## src/logic/dcc_pkg.sv

```systemverilog
// shared constants for the conversion clock and control block
package dcc_pkg;

    // ------------------------------------------------------------
    // register indices (byte address is four times the index)
    // ------------------------------------------------------------
    localparam int unsigned REG_RESULT_LO  = 0;
    localparam int unsigned REG_RESULT_HI  = 1;
    localparam int unsigned REG_FAULT      = 2;
    localparam int unsigned REG_ADC_CTRL   = 3;
    localparam int unsigned REG_GAIN_MUX   = 4;
    localparam int unsigned REG_CMD        = 6;
    localparam int unsigned REG_REF_OSC    = 7;
    localparam int unsigned ADDR_W         = 5;

    // ------------------------------------------------------------
    // field positions
    // ------------------------------------------------------------
    localparam int unsigned RLO_CLIP_BIT   = 0;
    localparam int unsigned CTRL_LSBF_BIT  = 0;
    localparam int unsigned CTRL_DIV_LSB   = 4;
    localparam int unsigned GM_CNV_BIT     = 7;
    localparam int unsigned GM_GAIN_LSB    = 4;
    localparam int unsigned GM_SWAP_BIT    = 2;
    localparam int unsigned GM_DIFF_BIT    = 3;
    localparam int unsigned CMD_RST_BIT    = 0;
    localparam int unsigned RO_SRC_BIT     = 5;
    localparam int unsigned RO_OSC_BIT     = 4;
    localparam int unsigned RO_REF_BIT     = 3;
    localparam int unsigned RO_BUFE_BIT    = 2;

    // ------------------------------------------------------------
    // reset values and encodings
    // ------------------------------------------------------------
    localparam logic [7:0] REG_RESET       = 8'h00;
    localparam logic [1:0] REF_2V5         = 2'h0;
    localparam logic [1:0] REF_2V048       = 2'h1;
    localparam logic [1:0] REF_1V15        = 2'h2;
    localparam logic [2:0] GAIN_X1         = 3'h0;
    localparam logic [13:0] CODE_POS_MAX   = 14'h1fff;
    localparam logic [13:0] CODE_NEG_MIN   = 14'h2000;

    // ------------------------------------------------------------
    // timing
    // ------------------------------------------------------------
    localparam int unsigned MCLK_KHZ       = 125000;
    localparam int unsigned OSC_KHZ        = 2500;
    localparam int unsigned OSC_HALF_CYC   = MCLK_KHZ / (2 * OSC_KHZ);
    localparam int unsigned ACQ_TICKS      = 36;
    localparam int unsigned SAR_TICKS      = 14;
    localparam int unsigned CNV_TICKS      = ACQ_TICKS + SAR_TICKS;

    typedef enum logic [1:0] {
        CNV_IDLE,
        CNV_ACQ,
        CNV_SAR
    } dcc_cnv_state_t;

endpackage

```

## src/logic/dcc_clk_div.sv

```systemverilog
// divides conversion clock edges into divided conversion clock ticks
`timescale 1ns/10ps
`default_nettype none
module dcc_clk_div (
    // clock and reset
    input  wire logic       mclk,
    input  wire logic       srst,
    // control
    input  wire logic       restart,
    input  wire logic [1:0] division_factor,
    // edges in, ticks out
    input  wire logic       pclk_edge,
    output logic            div_tick
);
    logic [2:0] count;
    logic [2:0] limit;

    // ------------------------------------------------------------
    // factor 1, 2, 4 or 8
    // ------------------------------------------------------------
    assign limit     = 3'((4'h1 << division_factor) - 4'h1);
    assign div_tick  = pclk_edge && (count == limit);

    always_ff @(posedge mclk) begin
        if (srst || restart) begin
            count <= 3'h0;
        end else if (pclk_edge) begin
            count <= (count == limit) ? 3'h0 : count + 3'h1;
        end
    end
endmodule
`default_nettype wire

```

## src/logic/dcc_ctrl.sv

```systemverilog
// conversion clock, configuration and result control of the acquisition device
//
// How it works
// - pin or bit drives clock pin from oscillator
// - source and reference bits feed reference from oscillator
// - divide conversion clock by 1, 2, 4, 8
// - host port timing independent of conversion clock
// - clock sensed back at pin both directions
// - amplifier, converter bias only during conversion
// - disabled reference buffer output goes high-Z
// - reference select 1.15/2.048/2.5 V, 2.5 default
// - three-bit gain field in register 4
// - four-bit channel field configures eight inputs
// - swap bit inverts differential result sign
// - result bit 0 is OR of faults
// - register 2 records individual faults
// - two's complement result, msb or lsb first
// - differential codes span -8192 to 8191
// - single-ended codes span 0 to 8191
// - low result bit D1 zero; 14 SAR clocks
// - gain codes 000-111 map in order, default 1
// - master reset clears every register
// - oscillator, start, reset are pin OR bit
// - conversion is 36 plus 14 divided clocks
//
// Added by the designer: the address map and the Avalon-MM register port.
`timescale 1ns/10ps
`default_nettype none
module dcc_ctrl
    import dcc_pkg::*;
#(
    parameter int unsigned FAULT_W = 8
) (
    // clock and reset
    input  wire logic               mclk,
    input  wire logic               srst,
    // avalon-mm slave
    input  wire logic [ADDR_W-1:0]  avs_address,
    input  wire logic               avs_read,
    input  wire logic               avs_write,
    input  wire logic [31:0]        avs_writedata,
    input  wire logic [3:0]         avs_byteenable,
    output logic [31:0]             avs_readdata,
    output logic [1:0]              avs_response,
    output logic                    avs_waitrequest,
    // device pins
    input  wire logic               reset_pin,
    input  wire logic               convert_pin,
    input  wire logic               oscillator_request_pin,
    input  wire logic               conversion_clock_i,
    output logic                    conversion_clock_o,
    output logic                    conversion_clock_oe,
    // analog front end
    input  wire logic [FAULT_W-1:0] fault_detect,
    input  wire logic [13:0]        sar_code,
    output logic [3:0]              analog_inputs_sel,
    output logic [2:0]              amplifier_gain_field,
    output logic                    amp_bias_en,
    output logic                    adc_bias_en,
    output logic                    sar_phase,
    output logic                    busy,
    // reference
    output logic                    osc_run,
    output logic                    ref_clk_from_osc,
    output logic                    ref_en,
    output logic [1:0]              ref_voltage_sel,
    output logic                    reference_buffer_oe
);
    // ------------------------------------------------------------
    // registers and state
    // ------------------------------------------------------------
    logic [7:0]         reg_result_lo, reg_result_hi, reg_fault;
    logic [7:0]         reg_adc_ctrl, reg_gain_mux, reg_ref_osc;
    logic [1:0]         rst_s, cnv_s, oreq_s, pclk_s;
    logic [FAULT_W-1:0] flt_s1, flt_s2, flt_acc;
    logic [13:0]        code_s1, code_s2;
    logic               pclk_d, cnv_d, cnv_pend;
    logic [5:0]         tick_cnt;
    logic [7:0]         osc_cnt;
    logic               osc_clk;
    dcc_cnv_state_t     state, next_state;

    // ------------------------------------------------------------
    // decode
    // ------------------------------------------------------------
    wire                hit_wr    = avs_write && !avs_waitrequest && avs_byteenable[0];
    wire [7:0]          wbyte     = avs_writedata[7:0];
    wire                wr_ctrl   = hit_wr && (avs_address == ADDR_W'(REG_ADC_CTRL));
    wire                wr_gm     = hit_wr && (avs_address == ADDR_W'(REG_GAIN_MUX));
    wire                wr_cmd    = hit_wr && (avs_address == ADDR_W'(REG_CMD));
    wire                wr_ro     = hit_wr && (avs_address == ADDR_W'(REG_REF_OSC));
    wire                soft_rst  = wr_cmd && wbyte[CMD_RST_BIT];
    wire                dev_rst   = srst || rst_s[1] || soft_rst;
    wire                osc_bit   = reg_ref_osc[RO_OSC_BIT];
    wire                pin_drive = oreq_s[1] || osc_bit;
    wire                ref_osc   = reg_ref_osc[RO_SRC_BIT] && reg_ref_osc[RO_REF_BIT];
    wire                pclk_edge = pclk_s[1] && !pclk_d;
    wire                cnv_rise  = cnv_s[1] && !cnv_d;
    wire                cnv_req   = cnv_rise || (wr_gm && wbyte[GM_CNV_BIT]);
    wire [1:0]          dsel      = reg_adc_ctrl[CTRL_DIV_LSB +: 2];
    wire                dsel_wr   = wr_ctrl && (wbyte[CTRL_DIV_LSB +: 2] != dsel);
    wire                div_tick;
    wire                acq_done  = (state == CNV_ACQ) && div_tick
                                    && (tick_cnt == 6'(ACQ_TICKS - 1));
    wire                sar_done  = (state == CNV_SAR) && div_tick
                                    && (tick_cnt == 6'(CNV_TICKS - 1));
    wire                diff_sel  = reg_gain_mux[GM_DIFF_BIT];
    wire                swap_sel  = diff_sel && reg_gain_mux[GM_SWAP_BIT];

    // ------------------------------------------------------------
    // result coding
    // ------------------------------------------------------------
    wire [13:0]         neg_code  = (code_s2 == CODE_NEG_MIN) ? CODE_POS_MAX
                                    : 14'(~code_s2 + 14'h1);
    wire [13:0]         diff_code = swap_sel ? neg_code : code_s2;
    wire [13:0]         se_code   = code_s2[13] ? 14'h0000 : code_s2;
    wire [13:0]         res_code  = diff_sel ? diff_code : se_code;
    wire                lsb_first = reg_adc_ctrl[CTRL_LSBF_BIT];
    wire [13:0]         code_rev  = {<<{res_code}};
    wire [13:0]         out_code  = lsb_first ? code_rev : res_code;
    wire                clip      = |(flt_acc | flt_s2);
    wire [7:0]          next_lo   = {out_code[5:0], 1'b0, clip};

    // ------------------------------------------------------------
    // read mux
    // ------------------------------------------------------------
    logic [7:0]         rd_byte;
    always_comb begin
        rd_byte = 8'h00;
        unique case (avs_address)
            ADDR_W'(REG_RESULT_LO): rd_byte = reg_result_lo;
            ADDR_W'(REG_RESULT_HI): rd_byte = reg_result_hi;
            ADDR_W'(REG_FAULT):     rd_byte = reg_fault;
            ADDR_W'(REG_ADC_CTRL):  rd_byte = reg_adc_ctrl;
            ADDR_W'(REG_GAIN_MUX):  rd_byte = reg_gain_mux;
            ADDR_W'(REG_REF_OSC):   rd_byte = reg_ref_osc;
            default:                rd_byte = 8'h00;
        endcase
    end

    // ------------------------------------------------------------
    // bus handshake: one wait cycle, then the answer
    // ------------------------------------------------------------
    always_ff @(posedge mclk) begin
        if (srst) begin
            avs_waitrequest <= 1'b1;
            avs_readdata    <= 32'h0000_0000;
            avs_response    <= 2'h0;
        end else begin
            avs_waitrequest <= !((avs_read || avs_write) && avs_waitrequest);
            if (avs_read && avs_waitrequest) begin
                avs_readdata <= {24'h00_0000, rd_byte};
            end
        end
    end

    // ------------------------------------------------------------
    // pin synchronisers
    // ------------------------------------------------------------
    always_ff @(posedge mclk) begin
        if (srst) begin
            rst_s   <= 2'h0;
            cnv_s   <= 2'h0;
            oreq_s  <= 2'h0;
            pclk_s  <= 2'h0;
            pclk_d  <= 1'b0;
            cnv_d   <= 1'b0;
            flt_s1  <= '0;
            flt_s2  <= '0;
            code_s1 <= 14'h0000;
            code_s2 <= 14'h0000;
        end else begin
            rst_s   <= {rst_s[0], reset_pin};
            cnv_s   <= {cnv_s[0], convert_pin};
            oreq_s  <= {oreq_s[0], oscillator_request_pin};
            pclk_s  <= {pclk_s[0], conversion_clock_i};
            pclk_d  <= pclk_s[1];
            cnv_d   <= cnv_s[1];
            flt_s1  <= fault_detect;
            flt_s2  <= flt_s1;
            code_s1 <= sar_code;
            code_s2 <= code_s1;
        end
    end

    // ------------------------------------------------------------
    // internal oscillator from a divider of mclk
    // ------------------------------------------------------------
    // runs only when something needs it, to save power
    wire                osc_need = pin_drive || ref_osc;
    always_ff @(posedge mclk) begin
        if (dev_rst || !osc_need) begin
            osc_cnt <= 8'h00;
            osc_clk <= 1'b0;
        end else if (osc_cnt == 8'(OSC_HALF_CYC - 1)) begin
            osc_cnt <= 8'h00;
            osc_clk <= !osc_clk;
        end else begin
            osc_cnt <= osc_cnt + 8'h01;
        end
    end

    // ------------------------------------------------------------
    // configuration registers
    // ------------------------------------------------------------
    always_ff @(posedge mclk) begin
        if (dev_rst) begin
            reg_adc_ctrl <= REG_RESET;
            reg_gain_mux <= REG_RESET;
            reg_ref_osc  <= REG_RESET;
        end else begin
            if (wr_ctrl) begin
                reg_adc_ctrl <= wbyte & 8'h31;
            end
            if (wr_gm) begin
                reg_gain_mux <= {1'b0, wbyte[6:0]};
            end
            if (wr_ro) begin
                reg_ref_osc <= {2'b00, wbyte[5:2],
                                (wbyte[1:0] == 2'h3) ? REF_2V5 : wbyte[1:0]};
            end
        end
    end

    // ------------------------------------------------------------
    // divided conversion clock
    // ------------------------------------------------------------
    dcc_clk_div u_div (
        .mclk            (mclk),
        .srst            (dev_rst),
        .restart         (dsel_wr),
        .division_factor (dsel),
        .pclk_edge       (pclk_edge),
        .div_tick        (div_tick)
    );

    // ------------------------------------------------------------
    // conversion sequence
    // ------------------------------------------------------------
    always_comb begin
        next_state = state;
        unique case (state)
            CNV_IDLE: if (cnv_pend && div_tick) next_state = CNV_ACQ;
            CNV_ACQ:  if (acq_done) next_state = CNV_SAR;
            CNV_SAR:  if (sar_done) next_state = CNV_IDLE;
        endcase
    end

    always_ff @(posedge mclk) begin
        if (dev_rst) begin
            state    <= CNV_IDLE;
            tick_cnt <= 6'h00;
            cnv_pend <= 1'b0;
            flt_acc  <= '0;
        end else begin
            state    <= next_state;
            // a new request while busy queues behind the running one
            if (cnv_req) begin
                cnv_pend <= 1'b1;
            end else if (state == CNV_IDLE && div_tick) begin
                cnv_pend <= 1'b0;
            end
            if (state == CNV_IDLE) begin
                tick_cnt <= 6'h00;
                flt_acc  <= '0;
            end else begin
                flt_acc  <= flt_acc | flt_s2;
                if (div_tick) begin
                    tick_cnt <= tick_cnt + 6'h01;
                end
            end
        end
    end

    // ------------------------------------------------------------
    // result registers
    // ------------------------------------------------------------
    always_ff @(posedge mclk) begin
        if (dev_rst) begin
            reg_result_lo <= REG_RESET;
            reg_result_hi <= REG_RESET;
            reg_fault     <= REG_RESET;
        end else if (sar_done) begin
            reg_result_lo <= next_lo;
            reg_result_hi <= out_code[13:6];
            reg_fault     <= 8'(flt_acc | flt_s2);
        end
    end

    // ------------------------------------------------------------
    // registered outputs
    // ------------------------------------------------------------
    always_ff @(posedge mclk) begin
        if (dev_rst) begin
            conversion_clock_o  <= 1'b0;
            conversion_clock_oe <= 1'b0;
            analog_inputs_sel   <= 4'h0;
            amplifier_gain_field <= GAIN_X1;
            amp_bias_en         <= 1'b0;
            adc_bias_en         <= 1'b0;
            sar_phase           <= 1'b0;
            busy                <= 1'b0;
            osc_run             <= 1'b0;
            ref_clk_from_osc    <= 1'b0;
            ref_en              <= 1'b0;
            ref_voltage_sel     <= REF_2V5;
            reference_buffer_oe <= 1'b0;
        end else begin
            conversion_clock_o  <= osc_clk;
            conversion_clock_oe <= pin_drive;
            analog_inputs_sel   <= reg_gain_mux[3:0];
            amplifier_gain_field <= reg_gain_mux[GM_GAIN_LSB +: 3];
            amp_bias_en         <= (next_state != CNV_IDLE);
            adc_bias_en         <= (next_state == CNV_SAR);
            sar_phase           <= (next_state == CNV_SAR);
            busy                <= (next_state != CNV_IDLE) || cnv_pend;
            osc_run             <= osc_need;
            ref_clk_from_osc    <= ref_osc;
            ref_en              <= reg_ref_osc[RO_REF_BIT];
            ref_voltage_sel     <= reg_ref_osc[1:0];
            reference_buffer_oe <= reg_ref_osc[RO_BUFE_BIT];
        end
    end
endmodule
`default_nettype wire

```

## config.mk

```make
export PLATFORM = sky130hd
export DESIGN_NAME = dcc_ctrl
export DESIGN_NICKNAME = d
export VERILOG_FILES = /design/src/logic/dcc_pkg.sv /design/src/logic/dcc_clk_div.sv /design/src/logic/dcc_ctrl.sv
export SDC_FILE = /design/constraint.sdc
export NUM_CORES = 1
export LEC_CHECK = 0
export BUFFER_PORTS_ARGS = -buffer_cell sky130_fd_sc_hd__buf_2
export CAP_MARGIN = 20
export CORE_UTILIZATION = 43
export CTS_BUF_LIST = sky130_fd_sc_hd__clkbuf_4 sky130_fd_sc_hd__clkbuf_8
export DETAILED_ROUTE_END_ITERATION = 10
export GPL_TIMING_DRIVEN = 1
export SLEW_MARGIN = 10
export SYNTH_ARGS = -nofsm -noshare
export SYNTH_HDL_FRONTEND = slang
export SYNTH_SLANG_ARGS = --single-unit
```

## constraint.sdc

```tcl
create_clock -name mclk -period 2.6 [get_ports mclk]
set_clock_uncertainty 0.15 [all_clocks]
set_input_delay 0.26 -clock mclk [delete_from_list [all_inputs] [get_ports mclk]]
set_output_delay 0.26 -clock mclk [all_outputs]
set_load 0.01 [all_outputs]
```

Yosys cells after proc, flatten, opt, wreduce, memory -nomap -nowiden. Cells that the tools add are included. Widths: inputs -> output; s select.

Mux-type cells: 14. Bitwise gates (word level): 2. Shifts and indexed selects: 1. Reductions and logical operators: 44. Eq/ne operators: 16. $add $sub $neg: 5.

Operators with widths (count): $mux 14 (5); $pmux 8 s6 (1); $logic_and 1x1->1 (22); $eq 5x3->1 const B (3); $add 14x1->14 const B (1); $eq 14x14->1 const B (1); $not 14->14 (1); $eq 6x6->1 const B (2); $eq 5x2->1 const B (2); $logic_or 1x1->1 (9); $add 8x1->8 const B (1); $eq 8x5->1 const B (1); $mux 2 (4); $or 8x8->8 (1); $reduce_or 8->1 (1); $add 6x1->6 const B (1); $eq 2x2->1 const B (3); $logic_not 1->1 (6); $pmux 2 s3 (1); $eq 5x1->1 const B (1); $logic_not 5->1 (1); $reduce_bool 2->1 (2); $reduce_or 2->1 (2); $add 3x1->3 const B (1); other kinds (8) (9).

Register bits: 149. Word-level logic and storage cells: 119. Output and inout port bits: 54. Input bits: 71.

Longest topological paths before layout. Gate-level depths: netlist of the first run.

Depth after elaboration: 10. Gate-level depth with buffers: 9. Gate-level depth less buffers: 8.

Modules after synthesis. Synthesis of the first run repeated with hierarchy kept, for this count alone.

Cells, all modules: 669. Area total of the unflattened synthesis: 6188.4 um^2.

Modules (own cells, without submodules): dcc_ctrl (times used 1, area an instance 5988.2 um^2, cells an instance 647); dcc_clk_div (times used 1, area an instance 200.2 um^2, cells an instance 22).

Worst setup path after synthesis of the first run. No wires, ideal clock.

Path type: register to register. Start: register avs_waitrequest. End: register osc_cnt[2]. Buffers on the path: 3. Clock period less this slack: 1.949 ns. Path slack: 0.651 ns. Setup time: 0.064 ns. Stages on the path, launching flop included: 10. Data arrival time: 1.735 ns. Cells stage by stage: dfxtp_1 -> and3b_1 -> clkbuf_1 -> nor2b_4 -> a311o_1 -> buf_2 -> a21oi_2 -> nand2b_1 -> buf_4 -> nor2_1.

Word-level cells in the longest chain between the ends: 8.

RTL lines: from (decl) (line dcc_ctrl.sv:45) `output logic avs_waitrequest,`; from (signal assigned) (line dcc_ctrl.sv:150) `avs_waitrequest <= !((avs_read || avs_write) && avs_waitrequest);`; $logic_not 1->1 (line dcc_ctrl.sv:86) `wire hit_wr = avs_write && !avs_waitrequest && avs_byteenable[0];`; $logic_and 1x1->1 (2 in a row) (line dcc_ctrl.sv:86); $logic_and 1x1->1 (line dcc_ctrl.sv:90) `wire wr_cmd = hit_wr && (avs_address == ADDR_W'(REG_CMD));`; $logic_and 1x1->1 (line dcc_ctrl.sv:92) `wire soft_rst = wr_cmd && wbyte[CMD_RST_BIT];`; $logic_or 1x1->1 (line dcc_ctrl.sv:93) `wire dev_rst = srst || rst_s[1] || soft_rst;`; $logic_or 1x1->1 (line dcc_ctrl.sv:192) `if (dev_rst || !osc_need) begin`; $reduce_or 2->1 (no line); to (signal assigned) (line dcc_ctrl.sv:199) `osc_cnt <= osc_cnt + 8'h01;`; to (decl) (line dcc_ctrl.sv:79) `logic [7:0] osc_cnt;`.

No other way between the ends. A chain may end at the register's enable or synchronous reset.

Final worst setup path of the first run.
Start: register u_div.count[1]. End: register tick_cnt[5].

Word-level cells in the longest chain between the ends: 2.

RTL lines: from (decl) (line dcc_clk_div.sv:15) `logic [2:0] count;`; from (signal assigned) (line dcc_clk_div.sv:28) `count <= (count == limit) ? 3'h0 : count + 3'h1;`; $eq 3x3->1 (line dcc_clk_div.sv:22) `assign div_tick = pclk_edge && (count == limit);`; $logic_and 1x1->1 (line dcc_clk_div.sv:22); to (signal assigned) (line dcc_ctrl.sv:269) `tick_cnt <= tick_cnt + 6'h01;`; to (decl) (line dcc_ctrl.sv:78) `logic [5:0] tick_cnt;`.

No other way between the ends.

==> run summary, run 1 <==
Fmax: 0.444 GHz
Remaining Overflow, GRT: 0
Flop-to-flop setup slack: 0.35 ns
RSZ-0062 raised after global routing: false
Worst skew pair latency: 0.44 ns
Mapped cell area: 0.00619 sq mm
Top-area cell type share of the netlist area: 48.2%
Max Cap Viol: 0
Area leader, netlist: dfxtp_1
CP startpoint kind: flip-flop
Element type at the critical path end: flip-flop
Int Power: 3.63 mW
Synth cell types: 63
Starting Density: 44.4%
Post-synth top flop: dfxtp_1
Most frequent cells in the layout: 149 x dfxtp_1, 82 x nor2_1, 71 x buf_2, 59 x nor2b_1, 38 x nand2_1
First-pass GRT wire length: 21.3 mm
Nets: 851
P_sw: 1.03 mW
Starting DRT DRC Count: 334
Syn Inst Count: 667
Pre-CTS setup slack: 0.320 ns
Largest net degree at the start of global routing: 55
Average size of a mapped cell: 9.28 sq um
Peak supply drop: 0.448 mV
Area Growth Syn to Fin: 20.2%
Core region area: 0.0139 sq mm
Sequential group share of total power: 50.5%
Relative slew slack: 53.6%
Register area share after synthesis: 48.2%
Final hold vios: 0
Num CTS Buffers: 17
Post-route setup slack: 0.349 ns
Layout cell share with drive strength beyond 1: 17.3%
# port buffers: 71
Io pins: 125
CTS H-Tree Depth: 4
Wire length per cell: 13.3 um
Fraction of registers with async set/reset: 0%
WP data arrival: 2.41 ns
Post-synth EDFFs: 0
Ys Warns: 0
Clock root buffer master: clkbuf_8
Non-Filler Instances: 964
Total power draw: 4.66 mW
Max Root-Sink Buffers: 2
CTS tree: yes
Final instance area: 0.00744 sq mm
Final GP Congestion: 0.879
Sink Count: 149
PwrDens: 626 mW/mm^2
Number of diodes: 0
Status: complete, no violations
Top cells by area, synth: dfxtp_1 48%, nor2b_1 6.0%, nor2_1 5.0%
Die ar.: 0.0149 sq mm
Routed Antenna Nets: 0
Initial DRT Pass Iterations: 5
Critical setup path kind: reg2reg
HPWL Detailed: 9.13 mm
FF+latch count, synth: 149
Post-Route WL: 12.9 mm
Die Y: 122 um
Std cell rows: 43
Hold Path Class: in2reg
Combinational Power Share: 6.4%
Final min period: 2.25 ns
GRT Resource Usage Total: 18.3%
Switching Fraction: 22.1%
Drt via density: 4.93
Crit-path max FO: 7
Placed cells: 895
Placed cell area: 0.00662 sq mm
Critical Path RT: 2.76 ns
Least-Margin Pin Slew: 0.687 ns
Antenna violations before repair: 0
Layout fillers: 1,308
Fin crit share: 86.6%
Slew Limit Fails: 0
Die width: 122 um
Commonest non-fill, non-tap cell in the layout: dfxtp_1
Via count: 4,755
Clock transition at the registers of the reported paths: 0.08 ns
Final setup fails: 0
Vias in the first global route: 4,496
Setup TNS Final: 0 ns
Drc violations: 0
Clock Power Share: 43.0%
Leak Pwr: 2.96 nW
==> power groups by stage <==
stage	Sequential, mW	Combinational [mW]	Clock, mW
finish	2.35	0.299	2.00
global route	2.36	0.333	2.16
CTS	2.35	0.298	2.06
detailed placement	2.41	0.254	0
global placement	2.40	0.248	0
floorplan	2.40	0.201	0
==> critical path: stages (launching register included) <==
cell      delay (ns)
dfxtp_1         0.42
nor4bb_2        0.42
o31ai_4         0.12
a21oi_1         0.43
buf_4           0.24
nand4_1         0.11
xor2_1          0.15
nor2_1          0.06
==> cell families (layout without fill, tap and decap cells) <==
family,after synthesis,after routing,share of synthesized area [%]
XOR/XNOR,24,24,3.40
AND/OR/NAND/NOR,259,259,22.2
other,1,26,0.0606
buffers and inverters,78,170,6.63
adder cells (fa/ha/maj),9,9,1.82
AO/OA/AOI/OAI,119,119,13.1
flip-flops,149,149,48.2
multiplexers,28,28,4.63
==> flip-flops by register name, summed over array words and instances (netlist names), 6 cells and up <==
register,count
code_s1,14
code_s2,14
avs_readdata,8
flt_acc,8
flt_s1,8
flt_s2,8
osc_cnt,8
reg_fault,8
reg_result_hi,8
reg_gain_mux,7
reg_result_lo,7
reg_ref_osc,6
tick_cnt,6
==> final cells by class <==
class	count	area, sq um	area share, %
clock inverters	13	206	2.77
clock buffers	19	249	3.35
flip-flops and latches	149	2980	40.1
repair buffers	121	823	11.1
multi-input cells	465	2890	38.8
inverters	17	63.8	0.858
well taps	180	225	3.03
==> stage by stage <==
stage | hold slack (ns) | utilization, %
after global routing | 0.117 | 53.4
after floorplan | 0.226 | -
final | 0.102 | 53.4
after global placement | 0.275 | 47.5
after CTS | 0.0659 | 53.4
after detailed placement | 0.274 | 47.5
==> synthesized netlist by cell type, types with 3 or more instances <==
master / count
a22oi_1: 11
buf_4: 28
nor3_1: 6
a31oi_1: 6
nand2_1: 38
o211ai_1: 3
xor2_1: 13
o21ai_0: 22
and2_1: 16
o21ai_1: 3
dfxtp_1: 149
and3_1: 4
buf_2: 10
o22ai_1: 5
nor3b_1: 4
mux2i_1: 23
a22o_1: 4
inv_1: 17
mux2_2: 5
a21oi_1: 28
ha_1: 9
nand4_1: 6
o221ai_1: 3
xnor2_1: 11
a221oi_1: 4
clkbuf_1: 22
nand2b_1: 5
nand3_1: 15
nor2_1: 82
a211oi_1: 14
nor2b_1: 59
==> path summary, 6_finish.rpt <==
kind	start	to	cells after the start
worst min register to register	code_s1[4]	code_s2[4]	1
worst max-delay path	u_div.count[1]	tick_cnt[5]	7
worst max register to register	u_div.count[1]	tick_cnt[5]	7
worst min-delay path	avs_read	avs_readdata[7]	4
==> what timing repair did <==
| action | CTS | global route |
|---|---|---|
| buffers inserted | 0 | 0 |
| resized for setup | 0 | 0 |
| hold buffers | 37 | 0 |
| hold endpoints to repair | 49 | 0 |
==> layer usage <==
layer / global-route usage [%] / vias up / wire length (um)
met2: 29.6 / 129 / 5900
met4: 5.40 / 0 / 138
li1: - / 2442 / -
met1: 23.5 / 2171 / 6130
met3: 5.24 / 13 / 688
met5: 0 / - / 0
No activity file was read; power rests on OpenSTA's default activity.
==> inputs of run 2 (changes only) <==
Settings changed: CORE_ASPECT_RATIO from default to 1.25, PLACE_DENSITY from default to 0.67, SETUP_SLACK_MARGIN from default to 0.4.
Clock period 2.6 ns to 1.9 ns, I/O delays scaled along.
==> run 2 against run 1 <==
  * Sequential cell count unchanged
  * Largest cell class is now multi-input gates
  * The flow now finishes with violations (negative setup slack)
  * Final cell count grew 8.2%
  * Die area about the same
  * Register-to-register slack worse by 0.43 ns
  * Hold slack worse by 0.037 ns
  * Wire length increased by 25%
  * Combinational power increased by 130%
  * Critical endpoint is now reg_result_hi[1]
  * Maximum frequency is 14% higher
==> run summary, run 2 (synthesized netlist as in run 1, its figures left out) <==
Hold Path Class: in2reg (unchanged)
Critical Path RT: 2.13 ns (was 2.76 ns)
Failing checks: negative setup slack
Core region area: 0.0139 sq mm (about the same)
Slew Limit Fails: 0 (unchanged)
Die ar.: 0.0149 sq mm (about the same)
Vias in the first global route: 5,066 (was 4,496)
CTS tree: yes (unchanged)
Commonest non-fill, non-tap cell in the layout: dfxtp_1 (unchanged)
Drc violations: 0 (unchanged)
Final min period: 1.98 ns (was 2.25 ns)
Fmax: 0.506 GHz (was 0.444 GHz)
Total power draw: 6.60 mW (was 4.66 mW)
PwrDens: 717 mW/mm^2 (was 626 mW/mm^2)
Starting Density: 44.4% (about the same)
Final setup fails: 18 (was 0)
Relative slew slack: 57.9% (was 53.6%)
Crit-path cells: or4_4 -> o41ai_4 -> xnor2_1 -> a22oi_2 -> mux2_4 -> a21oi_2 (was nor4bb_2 -> o31ai_4 -> a21oi_1 -> buf_4 -> nand4_1 -> xor2_1 -> nor2_1)
Crit-path max FO: 3 (was 7)
RSZ-0062 raised after global routing: true (was false)
Leak Pwr: 3.70 nW (was 2.96 nW)
Post-route setup slack: -0.0765 ns (was 0.349 ns)
Reg-to-reg startpoint: code_s2[1] (was u_div.count[1])
WP data arrival: 2.21 ns (was 2.41 ns)
CTS H-Tree Depth: 4 (unchanged)
Initial DRT Pass Iterations: 4 (was 5)
Layout cell share with drive strength beyond 1: 39.9% (was 17.3%)
Min-delay src: srst (was avs_read)
Die Y: 136 um (was 122 um)
Least-Margin Pin Slew: 0.631 ns (was 0.687 ns)
GRT Resource Usage Total: 21.4% (was 18.3%)
Num CTS Buffers: 17 (unchanged)
Clock root buffer master: clkbuf_8 (unchanged)
Post-Route WL: 16.1 mm (was 12.9 mm)
First-pass GRT wire length: 24.1 mm (was 21.3 mm)
Placed cells: 938 (was 895)
Pre-CTS setup slack: -0.0677 ns (was 0.320 ns)
Max Cap Viol: 0 (unchanged)
Largest regs: code_s1: 14 flops, code_s2: 14 flops (unchanged)
Final hold vios: 0 (unchanged)
Io pins: 125 (unchanged)
Drt via density: 5.06 (was 4.93)
Area Growth Syn to Fin: 48.8% (was 20.2%)
Starting DRT DRC Count: 243 (was 334)
Top Family by Delay on Critical Path: simple AND/OR/NAND/NOR gates (unchanged)
Worst skew pair latency: 0.45 ns (was 0.44 ns)
Worst path bufs/invs: 0 (was 1)
Worst-path cell with the longest stage delay: or4_4 (was a21oi_1)
Die width: 109 um (was 122 um)
Fin crit share: 104% (was 86.6%)
Critical setup path kind: reg2reg (unchanged)
Remaining Overflow, GRT: 0 (unchanged)
Nets: 938 (was 851)
Std cell rows: 48 (was 43)
Wire length per cell: 15.4 um (was 13.3 um)
Hold Slack: 0.0646 ns (was 0.102 ns)
Max Root-Sink Buffers: 2 (unchanged)
# port buffers: 71 (unchanged)
Number of diodes: 0 (unchanged)
Most frequent cells in the layout: 137 x dfxtp_1, 71 x buf_2, 58 x nor2b_1, 53 x buf_4, 51 x nor2_1 (was 149 x dfxtp_1, 82 x nor2_1, 71 x buf_2, 59 x nor2b_1, 38 x nand2_1)
CP startpoint kind: flip-flop (unchanged)
Via count: 5,281 (was 4,755)
Finished Core Util: 66.1% (was 53.4%)
Peak supply drop: 0.541 mV (was 0.448 mV)
HPWL Detailed: 10.5 mm (was 9.13 mm)
Crit path launch: code_s2[1] (was u_div.count[1])
Largest net degree at the start of global routing: 64 (was 55)
Sink Count: 149 (unchanged)
Routed Antenna Nets: 0 (unchanged)
Status: finished, violations left (was complete, no violations)
Element type at the critical path end: flip-flop (unchanged)
CP peak stage delay: 0.56 ns (was 0.43 ns)
Final GP Congestion: 0.886 (was 0.879)
Antenna violations before repair: 0 (unchanged)
Non-Filler Instances: 1,043 (was 964)
Clock transition at the registers of the reported paths: 0.08 ns (about the same)
==> run 2: changes by cell type in the layout (fill, tap and decap cells not counted), sizes merged <==
cell	delta
clkinv	-3
buf	+84
clkinvlp	-1
clkbuf	+4
==> run 2: worst min-delay path: stages <==
cell and delay (ns):
buf_2 0.12, a311oi_4 0.05, buf_6 0.13, and2_1 0.13
==> run 2: final timing paths <==
check | depth (start not counted) | to | slack (ns)
setup / recovery | 6 | reg_result_hi[1] | -0.08
hold / removal | 4 | amplifier_gain_field[1] | 0.06
setup reg to reg | 6 | reg_result_hi[1] | -0.08
hold reg to reg | 1 | code_s2[4] | 0.28
==> run 2: through the flow <==
step	area, sq um	setup TNS [ns]
after floorplan	6560	-0.0119
after global placement	7220	-0.119
after detailed placement	7220	-0.428
after CTS	8740	-0.263
after global routing	9210	-2.33
final	9210	-0.608
==> run 2: final cells by class <==
type	instances	area (sq um)
sequential	149	3010
clock buffer	20	256
tap	175	219
clock inverter	9	180
timing repair buffer	208	1870
inverter	17	66.3
fill	1105	4720
multi-input combinational	465	3610
==> run 2: where the power goes <==
group,total (mW),switching (mW),leakage (nW),internal [mW]
sequential,3.21,0.0311,1.22,3.18
clock,2.70,1.11,0.219,1.59
combinational,0.696,0.331,2.26,0.365
total,6.60,1.47,3.70,5.13
==> run 2: per-layer routing <==
metal  GRT usage (%)  wire [um]  up-vias
met1            23.3       6340     2480
li1                -          -     2624
met2            38.2       8470      140
met4            10.2        572        0
met5               0          0        -
met3            5.18        712       37
==> run 2: what timing repair did <==
action                                  in CTS  in global routing
hold buffers                                37                  0
pin swaps                                   41                 37
gates resized for setup                    115                 76
gates cloned                                 5                  4
setup buffers                               18                 12
endpoints found under the setup margin      88                 90
hold endpoints to repair                    44                  0
==> inputs of run 3 (changes only) <==
Settings changed: CORE_ASPECT_RATIO 1.25 to default.
==> run 3 against run 2 <==
  * The flow still finishes with violations (negative setup slack)
  * Core utilization fell by 1.5 points
  * Critical path type unchanged
  * Non-clock buffer count decreased by 2
  * Sequential cell count unchanged
  * Total power fell by 3.6%
==> run summary, run 3 (synthesized netlist as in run 1, its figures left out) <==
Status: finished, violations left (unchanged)
Failing checks: negative setup slack (unchanged)
# port buffers: 71 (unchanged)
Core region area: 0.0139 sq mm (about the same)
Post-route setup slack: -0.0931 ns (was -0.0765 ns)
Slew Limit Fails: 0 (unchanged)
Crit-path max FO: 3 (unchanged)
Most frequent cells in the layout: 139 x dfxtp_1, 70 x buf_2, 58 x nor2b_1, 55 x buf_4, 53 x nor2_1 (was 137 x dfxtp_1, 71 x buf_2, 58 x nor2b_1, 53 x buf_4, 51 x nor2_1)
Critical Path RT: 2.13 ns (about the same)
Final setup fails: 26 (was 18)
Via count: 5,318 (was 5,281)
GRT Resource Usage Total: 20.5% (was 21.4%)
PwrDens: 706 mW/mm^2 (was 717 mW/mm^2)
Commonest non-fill, non-tap cell in the layout: dfxtp_1 (unchanged)
Remaining Overflow, GRT: 0 (unchanged)
Area Growth Syn to Fin: 45.5% (was 48.8%)
Worst Hold End: avs_readdata[6] (was amplifier_gain_field[1])
Placed cells: 937 (was 938)
Vias in the first global route: 4,903 (was 5,066)
Fin crit share: 105% (was 104%)
Clock root buffer master: clkbuf_8 (unchanged)
Final GP Congestion: 0.962 (was 0.886)
Sink Count: 149 (unchanged)
Starting Density: 44.4% (about the same)
RSZ-0062 raised after global routing: true (unchanged)
Max Cap Viol: 0 (unchanged)
Io pins: 125 (unchanged)
Antenna violations before repair: 0 (unchanged)
Die ar.: 0.0149 sq mm (about the same)
Non-Filler Instances: 1,049 (was 1,043)
Initial DRT Pass Iterations: 5 (was 4)
Hold Path Class: in2reg (unchanged)
Final min period: 1.99 ns (was 1.98 ns)
Std cell rows: 43 (was 48)
Worst hold path depth: 4 (unchanged)
Post-Route WL: 15.5 mm (was 16.1 mm)
Max Root-Sink Buffers: 2 (unchanged)
Drt via density: 5.07 (was 5.06)
CP startpoint kind: flip-flop (unchanged)
Fmax: 0.502 GHz (was 0.506 GHz)
Element type at the critical path end: flip-flop (unchanged)
HPWL Detailed: 9.96 mm (was 10.5 mm)
Placed cell area: 0.00715 sq mm (was 0.00722 sq mm)
Wire length per cell: 14.8 um (was 15.4 um)
Layout fillers: 1,063 (was 1,105)
Final instance area: 0.00901 sq mm (was 0.00921 sq mm)
Depth of the most critical reg-to-reg path: 6 (unchanged)
Leak Pwr: 3.58 nW (was 3.70 nW)
Total power draw: 6.36 mW (was 6.60 mW)
Num CTS Buffers: 17 (unchanged)
Largest regs: code_s1: 14 flops, code_s2: 14 flops (unchanged)
Routed Antenna Nets: 0 (unchanged)
R2R Path End: reg_result_hi[1] (unchanged)
Relative slew slack: 66.4% (was 57.9%)
Starting DRT DRC Count: 321 (was 243)
Die width: 122 um (was 109 um)
Clock transition at the registers of the reported paths: 0.08 ns (about the same)
Flop-to-flop setup slack: -0.09 ns (was -0.08 ns)
Final hold vios: 0 (unchanged)
First-pass GRT wire length: 23.5 mm (was 24.1 mm)
Hold Slack: 0.0650 ns (was 0.0646 ns)
WP data arrival: 2.22 ns (was 2.21 ns)
Number of diodes: 0 (unchanged)
Finished Core Util: 64.6% (was 66.1%)
Largest net degree at the start of global routing: 54 (was 64)
Min-delay src: avs_address[4] (was srst)
CTS tree: yes (unchanged)
Drc violations: 0 (unchanged)
Die Y: 122 um (was 136 um)
Nets: 936 (was 938)
Least-Margin Pin Slew: 0.504 ns (was 0.631 ns)
Reg-to-reg startpoint: code_s2[1] (unchanged)
Worst skew pair latency: 0.45 ns (about the same)
Layout cell share with drive strength beyond 1: 38.8% (was 39.9%)
Critical setup path kind: reg2reg (unchanged)
CTS H-Tree Depth: 4 (unchanged)
Peak supply drop: 0.617 mV (was 0.541 mV)
## run 3: cell types whose count changed in the layout (fill, tap and decap cells not counted), moves of 4 or more
cell	previous run	this run
and2_1	11	3
inv_6	0	4
o21ai_2	7	1
o21ai_0	11	18
buf_6	27	31
buf_12	10	5
and2_4	5	13
buf_16	5	1
## run 3: cell type report
| type | instances | area [sq um] | share of cell area, % |
|---|---|---|---|
| Tap cell | 180 | 225 | 2.50 |
| Clock buffer | 20 | 275 | 3.06 |
| Timing Repair Buffer | 206 | 1700 | 18.9 |
| Sequential cell | 149 | 3010 | 33.4 |
| Multi-Input combinational cell | 465 | 3590 | 39.9 |
| Inverter | 17 | 63.8 | 0.708 |
| Clock inverter | 12 | 144 | 1.60 |
## run 3: metal layers
metal | GRT usage, % | wire length, um
met5 | 0 | 0
met4 | 10.5 | 428
met3 | 4.54 | 705
met2 | 34.9 | 7700
met1 | 24.2 | 6700
## run 3: worst max-delay path by stage
stage / slack [ns] / endpoint / cells after the start / from
2_1_floorplan: -0.008 / reg_result_hi[1] / 6 / code_s2[1]
3_3_place_gp: -0.05 / reg_result_hi[1] / 6 / code_s2[1]
3_5_place_dp: -0.07 / reg_result_hi[1] / 6 / code_s2[1]
4_1_cts: -0.08 / reg_result_hi[1] / 6 / code_s2[1]
5_1_grt: -0.21 / reg_result_hi[6] / 9 / code_s2[1]
6_report: -0.09 / reg_result_hi[1] / 6 / code_s2[1]
## run 3: where the power goes
part	total (mW)	switching, mW	internal [mW]
clock	2.51	1.21	1.29
combinational	0.647	0.324	0.323
sequential	3.21	0.0316	3.18
total	6.36	1.57	4.80
## run 3: metrics by stage
stage               worst slack [ns]  setup TNS, ns
finish                       -0.0931         -0.838
floorplan                   -0.00756        -0.0119
global route                  -0.206          -3.33
CTS                          -0.0793         -0.221
global placement             -0.0500        -0.0976
detailed placement           -0.0740         -0.273
## run 3: what timing repair did
item	CTS	global route
setup endpoints to repair	88	91
resized for setup	107	75
buffers inserted	20	17
pin swaps	42	37
hold buffers	40	0
cloned	2	1
hold endpoints to repair	52	0
## run 3: worst max-delay path, stage by stage, from the launching register on
cell and delay (ns):
dfxtp_2 0.33, or4_4 0.56, o41ai_4 0.24, xnor2_1 0.15, a22oi_1 0.11, mux2_4 0.29
a21oi_2 0.12
